$ cat src/hdl/swric_pkg.sv
package swric_pkg;

  // register byte addresses, one aligned word each
  localparam logic [7:0] OFS_INTERRUPT_CONTROL  = 8'h00;
  localparam logic [7:0] OFS_IOC     = 8'h04;
  localparam logic [7:0] OFS_PFLAGS  = 8'h08;
  localparam logic [7:0] OFS_PENABLE = 8'h0c;
  localparam logic [7:0] OFS_CNT_LO  = 8'h10;
  localparam logic [7:0] OFS_CNT_HI  = 8'h14;
  localparam logic [7:0] OFS_CNT_CFG = 8'h18;
  localparam logic [7:0] OFS_CMP_1ST = 8'h1c;
  localparam logic [7:0] OFS_CMP_2ND = 8'h20;
  localparam logic [7:0] OFS_RST_STS = 8'h24;
  localparam logic [7:0] OFS_CORE    = 8'h28;

  // reset values
  localparam logic [7:0] INTERRUPT_CONTROL_RST  = 8'h00;
  localparam logic [7:0] IOC_RST     = 8'h00;
  localparam logic [7:0] PFLAGS_RST  = 8'h00;
  localparam logic [7:0] PENABLE_RST = 8'h00;
  localparam logic [7:0] CNT_CFG_RST = 8'h00;
  localparam logic [7:0] CMP_1ST_RST = 8'h00;
  localparam logic [7:0] CMP_2ND_RST = 8'h00;
  localparam logic [15:0] CNT_RST    = 16'h0000;

  // interrupt_control fields
  localparam int GIE_BIT  = 7;
  localparam int PERIPHERAL_GROUP_ENABLE_BIT = 6;
  localparam int T0IE_BIT = 5;
  localparam int EXIE_BIT = 4;
  localparam int CHIE_BIT = 3;
  localparam int T0F_BIT  = 2;
  localparam int EXF_BIT  = 1;
  localparam int CHF_BIT  = 0;

  // peripheral flag / enable fields
  localparam int CMPF_BIT = 3;
  localparam int ROLF_BIT = 0;
  localparam logic [7:0] PERIPH_MASK = 8'h09;
  localparam logic [7:0] IOC_MASK    = 8'h3f;

  // counter config, comparator and core control fields
  localparam int RUN_BIT    = 0;
  localparam int EXTSRC_BIT = 1;
  localparam int ASYNC_BIT  = 2;
  localparam int CMPON_BIT  = 7;
  localparam int VREF_BIT   = 0;
  localparam int SLEEP_BIT  = 0;

  // reset status fields and cause codes
  localparam int TO_BIT = 4;
  localparam int PD_BIT = 3;
  typedef enum logic [2:0] {
    SWRIC_CAUSE_POR, SWRIC_CAUSE_WDT_RUN, SWRIC_CAUSE_WDT_SLEEP,
    SWRIC_CAUSE_PIN_RUN, SWRIC_CAUSE_PIN_SLEEP, SWRIC_CAUSE_BOR
  } swric_cause_t;

  // timing
  localparam int CLK_PERIOD_NS   = 100;
  localparam int PIN_FILTER_NS   = 2000;
  localparam int PIN_FILTER_CYC  = (PIN_FILTER_NS + CLK_PERIOD_NS - 1) / CLK_PERIOD_NS;
  localparam int SYNC_LAT_TCY    = 3;
  localparam logic [1:0] PH_Q1   = 2'h0;
  localparam logic [1:0] PH_Q4   = 2'h3;
  localparam logic [12:0] IRQ_VECTOR = 13'h0004;

endpackage

$ cat src/hdl/swric_top.sv
// Implementation choices: the address map and register access over AHB-Lite.
`timescale 1ns/1ps
// Function
// RULE_01: counter keeps counting in sleep only in asynchronous external-clock mode.
// RULE_02: software sets run, rollover enable and group enable before timer wake.
// RULE_03: rollover in sleep wakes core; with global enable it vectors to 0004h.
// RULE_04: comparator enabled before sleep stays active through sleep.
// RULE_05: clearing comparator_on switches the comparator off.
// RULE_06: comparator change wakes device when its enable and group enable set.
// RULE_07: after wake the next instruction runs before any vectoring.
// RULE_08: every reset returns second comparator control to off.
// RULE_09: six reset kinds are told apart and recorded.
// RULE_10: unaffected registers keep value through all resets but power-on.
// RULE_11: most registers load reset values on all device resets.
// RULE_12: watchdog expiry in sleep wakes without register reset.
// RULE_13: expired and sleep flags set per reset kind to show cause.
// RULE_14: external reset pin filters pulses shorter than minimum width.
// RULE_15: edge flag sampled by interrupt logic once per cycle in first quarter.
// RULE_16: latency 3 cycles synchronous, 3 to 4 asynchronous, any instruction.
// RULE_17: edge flag may set only during fourth through first quarter.
// RULE_18: counter rolls FFFFh to 0000h and sets rollover flag; software clears.
// RULE_19: request is global enable and core sources or group-enabled peripherals.
// RULE_20: wake on any enabled flagged source regardless of global enable.
module swric_top #(
  parameter int FILTER_CYC = swric_pkg::PIN_FILTER_CYC
) (
  // clock and reset
  input  wire logic        core_clk,
  input  wire logic        srst,
  // ahb-lite slave
  input  wire logic        hsel,
  input  wire logic [31:0] haddr,
  input  wire logic [1:0]  htrans,
  input  wire logic        hwrite,
  input  wire logic [2:0]  hsize,
  input  wire logic [31:0] hwdata,
  input  wire logic        hready,
  output logic      [31:0] hrdata,
  output logic             hreadyout,
  output logic             hresp,
  // event sources
  input  wire logic        ext_count_tick,
  input  wire logic        cmp_out,
  input  wire logic        ext_edge_event,
  input  wire logic        t0_overflow,
  input  wire logic [5:0]  pin_change,
  // reset sources
  input  wire logic        external_reset_pin_n,
  input  wire logic        watchdog_expire,
  input  wire logic        brown_out_reset,
  // core side
  output logic             irq_req,
  output logic             wake_pulse,
  output logic             vector_pulse,
  output logic      [12:0] vector_addr,
  output logic             core_sleep,
  output logic             device_reset,
  output logic             comparator_enable,
  output logic             vref_enable
);

  // bus state
  logic        busy_q;
  logic        wr_q;
  logic [7:0]  addr_q;
  logic [31:0] hrdata_q;
  logic        hreadyout_q;
  logic        hresp_q;

  // registers
  logic [7:0]  interrupt_control_q;
  logic [7:0]  ioc_q;
  logic [7:0]  pflags_q;
  logic [7:0]  penable_q;
  logic [7:0]  cnt_cfg_q;
  logic [7:0]  cmp_1st_q;
  logic [7:0]  cmp_2nd_q;
  logic [15:0] cnt_q;
  logic        to_q;
  logic        pd_q;
  logic [2:0]  cause_q;

  // core timing and control
  logic [1:0]  phase_q;
  logic        sleep_q;
  logic        ext_pend_q;
  logic        cmp_prev_q;
  logic [1:0]  lat_q;
  logic        sr_q;
  logic [$clog2(FILTER_CYC + 1) - 1:0] filt_q;

  // output flops
  logic        irq_req_q;
  logic        wake_q;
  logic        vector_q;
  logic [12:0] vector_addr_q;
  logic        device_reset_q;

  // combinational terms
  logic        accept;
  logic        rst_all;
  logic        instr_tick;
  logic        cnt_tick;
  logic        cnt_roll;
  logic        set_t0;
  logic        set_ext;
  logic        set_chg;
  logic        set_cmp;
  logic        core_src;
  logic        periph_src;
  logic        any_src;
  logic        irq_now;
  logic        vector_fire;
  logic        pin_active;
  logic        wdt_run;
  logic        wdt_sleep;
  logic        soft_rst;
  logic        sleep_cmd;
  logic [7:0]  rd_byte;

  function automatic logic we(input logic [7:0] ofs);
    we = busy_q && wr_q && (addr_q == ofs);
  endfunction

  assign accept  = hsel && htrans[1] && hready;
  assign rst_all = srst || sr_q; // RULE_11

  // ---------------- bus slave ----------------
  // one wait state so a write always lands before the next read samples it
  always_ff @(posedge core_clk) begin
    if (srst) begin
      busy_q      <= 1'b0;
      wr_q        <= 1'b0;
      addr_q      <= 8'h00;
      hreadyout_q <= 1'b1;
      hresp_q     <= 1'b0;
    end else begin
      busy_q      <= accept;
      hreadyout_q <= !accept;
      hresp_q     <= 1'b0;
      if (accept) begin
        wr_q   <= hwrite;
        addr_q <= {haddr[7:2], 2'b00};
      end
    end
  end

  always_comb begin
    rd_byte = 8'h00;
    unique case (addr_q)
      swric_pkg::OFS_INTERRUPT_CONTROL:  rd_byte = interrupt_control_q;
      swric_pkg::OFS_IOC:     rd_byte = ioc_q;
      swric_pkg::OFS_PFLAGS:  rd_byte = pflags_q;
      swric_pkg::OFS_PENABLE: rd_byte = penable_q;
      swric_pkg::OFS_CNT_LO:  rd_byte = cnt_q[7:0];
      swric_pkg::OFS_CNT_HI:  rd_byte = cnt_q[15:8];
      swric_pkg::OFS_CNT_CFG: rd_byte = cnt_cfg_q;
      swric_pkg::OFS_CMP_1ST: rd_byte = cmp_1st_q;
      swric_pkg::OFS_CMP_2ND: rd_byte = cmp_2nd_q;
      swric_pkg::OFS_RST_STS: rd_byte = {3'h0, to_q, pd_q, cause_q};
      swric_pkg::OFS_CORE:    rd_byte = {7'h00, sleep_q};
      default:                rd_byte = 8'h00;
    endcase
  end

  always_ff @(posedge core_clk) begin
    if (srst) begin
      hrdata_q <= 32'h0000_0000;
    end else if (busy_q && !wr_q) begin
      hrdata_q <= {24'h00_0000, rd_byte};
    end
  end

  // ---------------- quarter phases ----------------
  always_ff @(posedge core_clk) begin
    if (srst) begin
      phase_q <= swric_pkg::PH_Q1;
    end else begin
      phase_q <= phase_q + 2'h1;
    end
  end

  assign instr_tick = (phase_q == swric_pkg::PH_Q4);

  // ---------------- reset sources ----------------
  // pin pulses shorter than the filter never reach the reset tree
  always_ff @(posedge core_clk) begin
    if (srst || external_reset_pin_n) begin
      filt_q <= '0;
    end else if (filt_q != FILTER_CYC[$bits(filt_q) - 1:0]) begin
      filt_q <= filt_q + 1'b1; // RULE_14
    end
  end

  assign pin_active = !external_reset_pin_n &&
                      (filt_q == FILTER_CYC[$bits(filt_q) - 1:0]); // RULE_14
  assign wdt_run    = watchdog_expire && !sleep_q;
  assign wdt_sleep  = watchdog_expire && sleep_q; // RULE_12
  assign soft_rst   = !srst && (pin_active || wdt_run || brown_out_reset);

  always_ff @(posedge core_clk) begin
    if (srst) begin
      sr_q           <= 1'b0;
      device_reset_q <= 1'b1;
    end else begin
      sr_q           <= soft_rst;
      device_reset_q <= soft_rst;
    end
  end

  // cause flags live outside the reset tree so the soft resets cannot wipe them
  always_ff @(posedge core_clk) begin
    if (srst) begin
      to_q    <= 1'b1;
      pd_q    <= 1'b1;
      cause_q <= swric_pkg::SWRIC_CAUSE_POR; // RULE_09
    end else if (brown_out_reset) begin
      to_q    <= 1'b1;
      pd_q    <= 1'b1;
      cause_q <= swric_pkg::SWRIC_CAUSE_BOR; // RULE_09
    end else if (watchdog_expire) begin
      to_q    <= 1'b0; // RULE_13
      pd_q    <= !sleep_q;
      cause_q <= sleep_q ? swric_pkg::SWRIC_CAUSE_WDT_SLEEP : swric_pkg::SWRIC_CAUSE_WDT_RUN;
    end else if (pin_active && !sr_q) begin
      if (sleep_q) begin
        to_q <= 1'b1; // RULE_13
        pd_q <= 1'b0;
      end
      cause_q <= sleep_q ? swric_pkg::SWRIC_CAUSE_PIN_SLEEP : swric_pkg::SWRIC_CAUSE_PIN_RUN;
    end else if (sleep_cmd) begin
      to_q <= 1'b1;
      pd_q <= 1'b0;
    end
  end

  // ---------------- sources ----------------
  assign set_t0  = t0_overflow;
  assign set_chg = |(pin_change & ioc_q[5:0]);
  assign set_ext = ext_pend_q &&
                   (phase_q == swric_pkg::PH_Q4 || phase_q == swric_pkg::PH_Q1); // RULE_17
  assign set_cmp = cmp_1st_q[swric_pkg::CMPON_BIT] && (cmp_out != cmp_prev_q); // RULE_06

  // edge events are held until the q4-q1 window opens
  always_ff @(posedge core_clk) begin
    if (rst_all) begin
      ext_pend_q <= 1'b0;
    end else if (ext_edge_event) begin
      ext_pend_q <= 1'b1;
    end else if (set_ext) begin
      ext_pend_q <= 1'b0;
    end
  end

  // level tracked always, so switching the comparator on never sees a stale edge
  always_ff @(posedge core_clk) begin
    if (rst_all) begin
      cmp_prev_q <= 1'b0;
    end else begin
      cmp_prev_q <= cmp_out; // RULE_04
    end
  end

  // ---------------- counter ----------------
  assign cnt_tick = cnt_cfg_q[swric_pkg::RUN_BIT] &&
                    (cnt_cfg_q[swric_pkg::EXTSRC_BIT] ? ext_count_tick : instr_tick) &&
                    (!sleep_q || (cnt_cfg_q[swric_pkg::EXTSRC_BIT] &&
                                  cnt_cfg_q[swric_pkg::ASYNC_BIT])); // RULE_01
  assign cnt_roll = cnt_tick && (cnt_q == 16'hffff);

  // counter pair survives every reset except power-on
  always_ff @(posedge core_clk) begin
    if (srst) begin
      cnt_q <= swric_pkg::CNT_RST; // RULE_10
    end else if (we(swric_pkg::OFS_CNT_LO)) begin
      cnt_q[7:0] <= hwdata[7:0];
    end else if (we(swric_pkg::OFS_CNT_HI)) begin
      cnt_q[15:8] <= hwdata[7:0];
    end else if (cnt_tick) begin
      cnt_q <= cnt_q + 16'h0001; // RULE_18
    end
  end

  always_ff @(posedge core_clk) begin
    if (rst_all) begin
      cnt_cfg_q <= swric_pkg::CNT_CFG_RST; // RULE_11
    end else if (we(swric_pkg::OFS_CNT_CFG)) begin
      cnt_cfg_q <= {5'h00, hwdata[2:0]};
    end
  end

  // ---------------- comparator control ----------------
  always_ff @(posedge core_clk) begin
    if (rst_all) begin
      cmp_1st_q <= swric_pkg::CMP_1ST_RST;
    end else if (we(swric_pkg::OFS_CMP_1ST)) begin
      cmp_1st_q <= hwdata[7:0]; // RULE_05
    end
  end

  always_ff @(posedge core_clk) begin
    if (rst_all) begin
      cmp_2nd_q <= swric_pkg::CMP_2ND_RST; // RULE_08
    end else if (we(swric_pkg::OFS_CMP_2ND)) begin
      cmp_2nd_q <= hwdata[7:0];
    end
  end

  // ---------------- flags and enables ----------------
  // hardware sets win over a software clear in the same cycle
  always_ff @(posedge core_clk) begin
    if (rst_all) begin
      interrupt_control_q <= swric_pkg::INTERRUPT_CONTROL_RST;
    end else begin
      if (we(swric_pkg::OFS_INTERRUPT_CONTROL)) begin
        interrupt_control_q <= hwdata[7:0] | {5'h00, set_t0, set_ext, set_chg};
      end else begin
        interrupt_control_q <= interrupt_control_q | {5'h00, set_t0, set_ext, set_chg};
      end
      if (vector_fire) begin
        interrupt_control_q[swric_pkg::GIE_BIT] <= 1'b0;
      end
    end
  end

  always_ff @(posedge core_clk) begin
    if (rst_all) begin
      ioc_q <= swric_pkg::IOC_RST;
    end else if (we(swric_pkg::OFS_IOC)) begin
      ioc_q <= hwdata[7:0] & swric_pkg::IOC_MASK;
    end
  end

  always_ff @(posedge core_clk) begin
    if (rst_all) begin
      pflags_q <= swric_pkg::PFLAGS_RST;
    end else if (we(swric_pkg::OFS_PFLAGS)) begin
      pflags_q <= (hwdata[7:0] & swric_pkg::PERIPH_MASK) |
                  {4'h0, set_cmp, 2'b00, cnt_roll}; // RULE_18
    end else begin
      pflags_q <= pflags_q | {4'h0, set_cmp, 2'b00, cnt_roll};
    end
  end

  always_ff @(posedge core_clk) begin
    if (rst_all) begin
      penable_q <= swric_pkg::PENABLE_RST;
    end else if (we(swric_pkg::OFS_PENABLE)) begin
      penable_q <= hwdata[7:0] & swric_pkg::PERIPH_MASK;
    end
  end

  // ---------------- request and wake ----------------
  assign core_src = (interrupt_control_q[swric_pkg::T0IE_BIT] && interrupt_control_q[swric_pkg::T0F_BIT]) ||
                    (interrupt_control_q[swric_pkg::EXIE_BIT] && interrupt_control_q[swric_pkg::EXF_BIT]) ||
                    (interrupt_control_q[swric_pkg::CHIE_BIT] && interrupt_control_q[swric_pkg::CHF_BIT]);
  assign periph_src = interrupt_control_q[swric_pkg::PERIPHERAL_GROUP_ENABLE_BIT] &&
                      (|(pflags_q & penable_q & swric_pkg::PERIPH_MASK)); // RULE_06
  assign any_src = core_src || periph_src;
  assign irq_now = interrupt_control_q[swric_pkg::GIE_BIT] && any_src; // RULE_19
  assign sleep_cmd = we(swric_pkg::OFS_CORE) && hwdata[swric_pkg::SLEEP_BIT];

  always_ff @(posedge core_clk) begin
    if (rst_all) begin
      sleep_q <= 1'b0;
      wake_q  <= 1'b0;
    end else begin
      wake_q <= sleep_q && (any_src || wdt_sleep); // RULE_20
      if (sleep_q && (any_src || wdt_sleep)) begin
        sleep_q <= 1'b0; // RULE_03
      end else if (sleep_cmd) begin
        sleep_q <= 1'b1;
      end
    end
  end

  // latency counted in instruction cycles from the q1 sample; a woken core
  // always gets at least one instruction before the vector
  assign vector_fire = (lat_q == 2'h1) && instr_tick && !sleep_q;

  always_ff @(posedge core_clk) begin
    if (rst_all) begin
      lat_q <= 2'h0;
    end else if (!irq_now) begin
      lat_q <= 2'h0;
    end else if (lat_q == 2'h0 && phase_q == swric_pkg::PH_Q1 && !sleep_q) begin
      lat_q <= swric_pkg::SYNC_LAT_TCY[1:0]; // RULE_15
    end else if (lat_q != 2'h0 && instr_tick) begin
      lat_q <= lat_q - 2'h1; // RULE_16
    end
  end

  always_ff @(posedge core_clk) begin
    if (rst_all) begin
      irq_req_q     <= 1'b0;
      vector_q      <= 1'b0;
      vector_addr_q <= 13'h0000;
    end else begin
      irq_req_q <= irq_now;
      vector_q  <= vector_fire; // RULE_07
      if (vector_fire) begin
        vector_addr_q <= swric_pkg::IRQ_VECTOR; // RULE_03
      end
    end
  end

  // ---------------- outputs ----------------
  logic cmp_en_q;
  logic vref_q;

  always_ff @(posedge core_clk) begin
    if (rst_all) begin
      cmp_en_q <= 1'b0;
      vref_q   <= 1'b0;
    end else begin
      cmp_en_q <= cmp_1st_q[swric_pkg::CMPON_BIT]; // RULE_05
      vref_q   <= cmp_2nd_q[swric_pkg::VREF_BIT];
    end
  end

  assign hrdata            = hrdata_q;
  assign hreadyout         = hreadyout_q;
  assign hresp             = hresp_q;
  assign irq_req           = irq_req_q;
  assign wake_pulse        = wake_q;
  assign vector_pulse      = vector_q;
  assign vector_addr       = vector_addr_q;
  assign core_sleep        = sleep_q;
  assign device_reset      = device_reset_q;
  assign comparator_enable = cmp_en_q;
  assign vref_enable       = vref_q;

endmodule

$ cat config.mk
export PLATFORM = sky130hd
export DESIGN_NAME = swric_top
export DESIGN_NICKNAME = d
export VERILOG_FILES = /design/src/hdl/swric_pkg.sv /design/src/hdl/swric_top.sv
export SDC_FILE = /design/constraint.sdc
export NUM_CORES = 1
export LEC_CHECK = 0
export BUFFER_PORTS_ARGS = -buffer_cell sky130_fd_sc_hd__buf_4
export CAP_MARGIN = 20
export CORE_ASPECT_RATIO = 0.75
export CORE_MARGIN = 10
export CORE_UTILIZATION = 40
export DETAILED_ROUTE_END_ITERATION = 8
export PLACE_DENSITY = 0.71
export SLEW_MARGIN = 5
export SYNTH_ARGS = -nofsm -noshare
export SYNTH_HDL_FRONTEND = slang
export SYNTH_SLANG_ARGS = --single-unit
$ cat constraint.sdc
create_clock -name core_clk -period 4.8 [get_ports core_clk]
set_clock_uncertainty 0.15 [all_clocks]
set_input_delay 0.72 -clock core_clk [delete_from_list [all_inputs] [get_ports core_clk]]
set_output_delay 0.72 -clock core_clk [all_outputs]
set_load 0.005 [all_outputs]
==> metrics, run 1 <==
final WL=13500 um; drt first pass iters=5; Post-CTS Setup Inserts=0; Register Area=1900 um^2; num rows=34; CP Class=register to register; share of cells above drive strength 1=15.0%; status=finished clean; Lkg Pwr=2.22 nW; Final GP Congestion=roughly 0.97; sequential area share after synthesis=approximately 39%; hpwl dp=10100 um; total die area=17100 um^2; Clk pin slew, worst setup/hold paths=~0.07 ns; Netlist cell types=between 60 and 70; Num CTS Buffers=9; Yosys reg bits=95; Tot GR Track Use=between 15 and 20%; Tot Pwr=0.00175 W; die height=~120 um; Reg2Reg Capture Point=interrupt_control_q[2]$_SDFF_PP0_; pwr dens=316 nW/um^2; Avg Cell Area, Syn=~8.9 um^2; setup TNS=0 ns; Layout Area Growth over Synthesis=13.4%; Root Driver=clkbuf_16; # port buffers=roughly 50; Worst slew margin=36.4%; worst r2r path cells=5; Initial Utilization=between 40% and 50%; synth top area cells=dfxtp_1 39%, mux2i_1 7.0%, buf_4 6.0%; Crit. End Element=register; Fillers=1173; Synth Instances=550; Peak VDD IR=around 0.17 mV; Hold Vio Cnt, Final=0; Initial DRC Count=384; number of global-route vias before repair=~4000; Final setup viols=0; die width=roughly 150 um; final worst path period need=2.72 ns; data arrival time of the critical path=between 2 and 3 ns; CP Launch Type=register; Max Slew Vio Count=0; top post-synthesis cells by count=95 x dfxtp_1, 57 x nor2_1, 43 x nand2_1, 39 x buf_4, 34 x mux2i_1; IO Pins=141; pre-CTS setup slack=2.14 ns; Final Util=47.0%; multi-input combinational cell area=around 2600 um^2; core box area=11800 um^2; Vias=4189; CTS Sinks=between 90 and 100; yosys warns=0; RSZ-0062 raised after global routing=false; share of the clock period used by the worst path=56.7%; Worst Path Max Fanout=12; dpl cells=~730; worst endpoint required time=roughly 4.9 ns; clk_lat worst skew=0.35 ns; r2r setup slk=2.08 ns; post-synthesis cell area=4890 um^2; Post-synth EDFFs=0; GRT overflow=0; Worst Hold End=phase_q[0]$_SDFF_PP0_; post_cts resized=0; initial antenna violation count=0; first-pass GRT wire length=21300 um; most frequent cell after synthesis=dfxtp_1; Hold Buf Count CTS=0; worst slew pin tran=0.953 ns; number of routed nets with antenna violations=0; drt drc=0; ant diodes=0; HP Class=register to register; Async SR Flop Fraction=0%; Crit Reg-Reg Startpoint=addr_q[5]$_SDFFE_PP0P_; Synth Flop Type=dfxtp_1; critical hold path startpoint=phase_q[0]$_SDFF_PP0_; final net count=679; dominant cell type by area after synthesis=dfxtp_1; CTS tree=yes; Max Cap Viol=0; largest net degree at the start of global routing=47; vias per cell=5.60; Non-Filler Instances=748; Clock Tree Buf Depth=2; Yosys top cell area share=between 30% and 40%; CTS H-tree depth=3; Hold Path Stages=1; Final WS setup=2.08 ns; wire length per cell=18.1 um; Fmax=approximately 370 MHz
==> where the power goes <==
group	total [W]	internal, W	switching [W]
clock	0.000829	0.000510	0.000319
sequential	0.000808	0.000798	0.0000104
combinational	0.000113	0.0000410	0.0000715
total	0.00175	0.00135	0.000401
==> stage by stage <==
step,cell area [um^2],hold WS (ns)
floorplan,5020,0.267
global placement,5190,0.280
detailed placement,5190,0.288
CTS,5540,0.297
global route,5540,0.318
finish,5540,0.299
==> how the worst max path moves through the flow <==
| stage | start | endpoint | slack, ns | cells after the start |
|---|---|---|---|---|
| after detailed placement | addr_q[2]$_SDFFE_PP0P_ | cnt_q[7]$_SDFFE_PP0P_ | 2.14 | 5 |
| final | addr_q[5]$_SDFFE_PP0P_ | interrupt_control_q[2]$_SDFF_PP0_ | 2.08 | 5 |
| after global placement | addr_q[2]$_SDFFE_PP0P_ | cnt_q[7]$_SDFFE_PP0P_ | 2.18 | 5 |
| after CTS | addr_q[2]$_SDFFE_PP0P_ | cnt_q[11]$_SDFFE_PP0P_ | 2.12 | 5 |
| after global routing | addr_q[5]$_SDFFE_PP0P_ | interrupt_control_q[2]$_SDFF_PP0_ | 1.89 | 5 |
| after floorplan | ext_count_tick | cnt_q[7]$_SDFFE_PP0P_ | 2.70 | 5 |
==> cell type report <==
| cell class | count | share of cell area (%) |
|---|---|---|
| Clock buffer | 9 | 4.06 |
| Clock inverter | 7 | 2.19 |
| Inverter | 20 | 1.35 |
| Multi-Input combinational cell | 405 | 47.6 |
| Sequential cell | 95 | 34.3 |
| Tap cell | 162 | 3.66 |
| Timing Repair Buffer | 50 | 6.77 |
==> logic make-up (layout without fill, tap and decap cells) <==
kind of cell | after synthesis | in the layout | share of synthesized area, %
xor gates and xnor gates | 8 | 8 | 1.43
muxes | 44 | 44 | 10.4
AOI/OAI and AO/OA | 113 | 113 | 16.7
other | 1 | 37 | 0.0767
DFF | 95 | 95 | 38.9
adders and majority gates | 11 | 11 | 2.82
buffers and inverters | 86 | 86 | 9.83
and+or+nand+nor | 192 | 192 | 19.8
==> placed cells by master, fill, tap and decap left out, drive strengths merged, types with 4 or more instances in the layout <==
master / n
nand2: 45
ha: 11
and2: 7
mux2i: 34
clkbuf: 9
conb: 37
xor2: 6
nor4: 6
mux4: 5
inv: 20
a22oi: 11
and3: 8
a311oi: 4
o211ai: 4
mux2: 5
a21oi: 29
dfxtp: 95
nor2: 58
nand4: 5
a211oi: 12
nand3: 27
buf: 50
o21ai: 8
a22o: 11
nor3: 12
==> critical path, cell delays in order (launching register included) <==
cell	delay [ns]
dfxtp_1	0.40
or4_1	0.61
nor3_2	0.55
nand2_1	0.44
a211oi_1	0.37
nor2_1	0.06
==> registers in the layout, summed over array words and instances (netlist names), 2 cells and up <==
register and flops:
hrdata 8, lat_q 2, interrupt_control_q 8, addr_q 6, cmp_2nd_q 8, phase_q 2
cnt_cfg_q 3, cnt_q 16, cause_q 3, ioc_q 6, penable_q 2, filt_q 5
pflags_q 2, cmp_1st_q 8
==> metal layers <==
metal / global-route usage [%] / share of wire, % / wire length [um]
met1: 21.6 / 48 / 6520
met2: 21.7 / 41 / 5580
met3: 5.10 / 9.3 / 1260
met4: 4.41 / 1.1 / 155
met5: 0 / 0 / 0
No activity file was read; power rests on OpenSTA's default activity.
==> inputs of run 2 (changes only) <==
--- a/config.mk
+++ b/config.mk
@@ -11,7 +11,7 @@
 export CORE_MARGIN = 10
 export CORE_UTILIZATION = 40
 export DETAILED_ROUTE_END_ITERATION = 8
-export PLACE_DENSITY = 0.71
+export PLACE_DENSITY = 0.74
 export SLEW_MARGIN = 5
 export SYNTH_ARGS = -nofsm -noshare
 export SYNTH_HDL_FRONTEND = slang
==> constraint.sdc (replaced) <==
create_clock -name core_clk -period 2.23 [get_ports core_clk]
set_clock_uncertainty 0.15 [all_clocks]
set_input_delay 0.3345 -clock core_clk [delete_from_list [all_inputs] [get_ports core_clk]]
set_output_delay 0.3345 -clock core_clk [all_outputs]
set_load 0.005 [all_outputs]
==> metrics, run 2 (synthesized netlist as in run 1, its figures left out) <==
Crit Reg-Reg Startpoint=addr_q[4]$_SDFFE_PP0P_; Lkg Pwr=2.34 nW (+5.3%); drt drc=0 (unchanged); Sw Pwr=0.000831 W (+110%); multi-input combinational cell area=2660 um^2 (+0.90%); Initial Utilization=41.5% (unchanged); CTS H-tree depth=3 (unchanged); Final WS setup=0.113 ns (-1.97 ns); max FFs per register=16 (unchanged); Final GP Congestion=0.944 (-2.6%); Max Cap Viol=0 (unchanged); HP Class=primary input to register; Peak VDD IR=0.393 mV (+130%); share of cells above drive strength 1=19.9% (+4.9 points); Clk pin slew, worst setup/hold paths=0.06 ns (about the same); Hold Buf Count CTS=0 (unchanged); IO Pins=141 (unchanged); Num CTS Buffers=9 (unchanged); worst slew pin tran=0.793 ns (-0.160 ns); Fillers=1134 (-3.3%); Worst path max stage delay=0.61 ns (about the same); worst endpoint required time=2.28 ns (-2.58 ns); Vias=4281 (+2.2%); status=finished clean; drt first pass iters=5 (unchanged); core box area=11800 um^2 (unchanged); clk_lat worst skew=0.34 ns (about the same); pwr dens=606 nW/um^2 (+92%); Critical-path top delay cell=or4_1; Crit. End Element=register; commonest non-fill, non-tap cell in the layout=dfxtp_1; data arrival time of the critical path=2.16 ns (-0.62 ns); delay-heaviest family, CP=simple AND/OR/NAND/NOR gates; Hold Vio Cnt, Final=0 (unchanged); r2r setup slk=0.11 ns (-1.97 ns); Clock Tree Buf Depth=2 (unchanged); Register Area=1900 um^2 (+0.13%); wire length per cell=17.7 um (-2.1%); first-pass GRT wire length=22400 um (+5.2%); worst r2r path cells=5 (unchanged); most frequent cells in the layout=93 x dfxtp_1, 75 x buf_4, 56 x nor2_1; share of the clock period used by the worst path=95.0% (+38 points); hold slack final=0.0283 ns (-0.270 ns); Seq pwr share=50.1% (+3.9 points); CP Class=register to register; Most flops, register=cnt_q; pre-CTS setup slack=0.0693 ns (-2.07 ns); initial antenna violation count=0 (unchanged); CP Launch Type=register; Layout Area Growth over Synthesis=17.1%; number of global-route vias before repair=4179 (+3.9%); total die area=17100 um^2 (unchanged); Final setup viols=0 (unchanged); number of routed nets with antenna violations=0 (unchanged); hpwl dp=10600 um (+5.2%); Worst slew margin=47.1% (+11 points); final WL=13700 um (+1.4%); P_int=0.00264 W (+96%); Tot GR Track Use=16.1% (+0.72 points); cells along the critical path=or4_1 -> nor3_2 -> nand2_1 -> a211oi_1 -> nor2_1; CTS tree=yes; clock power share=42.2% (-5.2 points); num rows=34 (unchanged); buffers and inverters on the worst path=0 (unchanged); combinational power share=7.7% (+1.3 points); Initial DRC Count=423 (+10%); final net count=706 (+4.0%); ant diodes=0 (unchanged); Setup crit start=addr_q[4]$_SDFFE_PP0P_; Root Driver=clkbuf_16; Reg2Reg Capture Point=interrupt_control_q[2]$_SDFF_PP0_; Max Slew Vio Count=0 (unchanged); Worst Path Max Fanout=8 (-4); vias per cell=5.52 (-1.4%); # port buffers=49 (unchanged); switching share of power=24.0% (+1.0 points); Setup crit end=interrupt_control_q[2]$_SDFF_PP0_; largest net degree at the start of global routing=41 (-13%); CTS Sinks=95 (unchanged); GRT overflow=0 (unchanged); final worst path period need=2.12 ns (-0.602 ns); die width=148 um (unchanged); die height=116 um (unchanged); Fmax=472 MHz (+28%); Crit. path cell count=5 (unchanged)
-- run 2: cell count changes in the layout (fill, tap and decap cells not counted), sizes merged --
cell,change
clkbuf,+2
bufinv,-3
inv,+1
clkinv,+2
clkinvlp,-2
buf,+27
-- run 2: layout make-up --
cell class,count,area share (%)
tap,162,3.54
sequential,95,33.3
timing repair buffer,77,10.4
clock inverter,5,0.546
multi-input combinational,405,46.5
inverter,20,1.31
clock buffer,11,4.42
-- run 2: worst min path at each step --
| stage | start | cells past startpoint | endpoint | slack (ns) |
|---|---|---|---|---|
| after floorplan | external_reset_pin_n | 1 | filt_q[2]$_SDFFE_PP0P_ | 0.26 |
| after CTS | brown_out_reset | 2 | cause_q[1]$_SDFFE_PP0P_ | 0.02 |
| after global placement | phase_q[0]$_SDFF_PP0_ | 1 | phase_q[0]$_SDFF_PP0_ | 0.28 |
| after detailed placement | phase_q[0]$_SDFF_PP0_ | 1 | phase_q[0]$_SDFF_PP0_ | 0.29 |
| after global routing | brown_out_reset | 2 | cause_q[1]$_SDFFE_PP0P_ | 0.04 |
| final | brown_out_reset | 2 | cause_q[1]$_SDFFE_PP0P_ | 0.03 |
-- run 2: through the flow --
step / cells / power [W] / TNS (ns) / util, % / cell area (um^2)
finish: 775 / 0.00347 / 0 / 48.6 / 5720
global route: 775 / 0.00359 / -0.00762 / 48.6 / 5720
CTS: 772 / 0.00349 / 0 / 48.1 / 5670
detailed placement: 756 / 0.00203 / 0 / 45.7 / 5390
global placement: 756 / 0.00202 / 0 / 45.7 / 5390
floorplan: 586 / 0.00196 / 0 / - / 5020
-- run 2: metal layers --
metal / track usage (%) / part of all wire, % / vias up
met4: 3.89 / 1.1 / 0
met2: 23.5 / 42 / 190
met3: 5.26 / 11 / 15
met5: 0 / 0 / -
li1: - / - / 2022
met1: 22.3 / 46 / 2054
-- run 2: power groups by stage --
stage	sequential, W	combinational, W	clock [W]
2_1_floorplan	0.00177	0.000194	0
3_3_place_gp	0.00177	0.000247	0
3_5_place_dp	0.00177	0.000254	0
4_1_cts	0.00174	0.000254	0.00149
5_1_grt	0.00174	0.000294	0.00156
6_report	0.00174	0.000267	0.00146
-- run 2: timing repair --
action	in CTS	in global routing
setup buffers	0	3
resized for setup	0	9
setup endpoints to repair	0	19
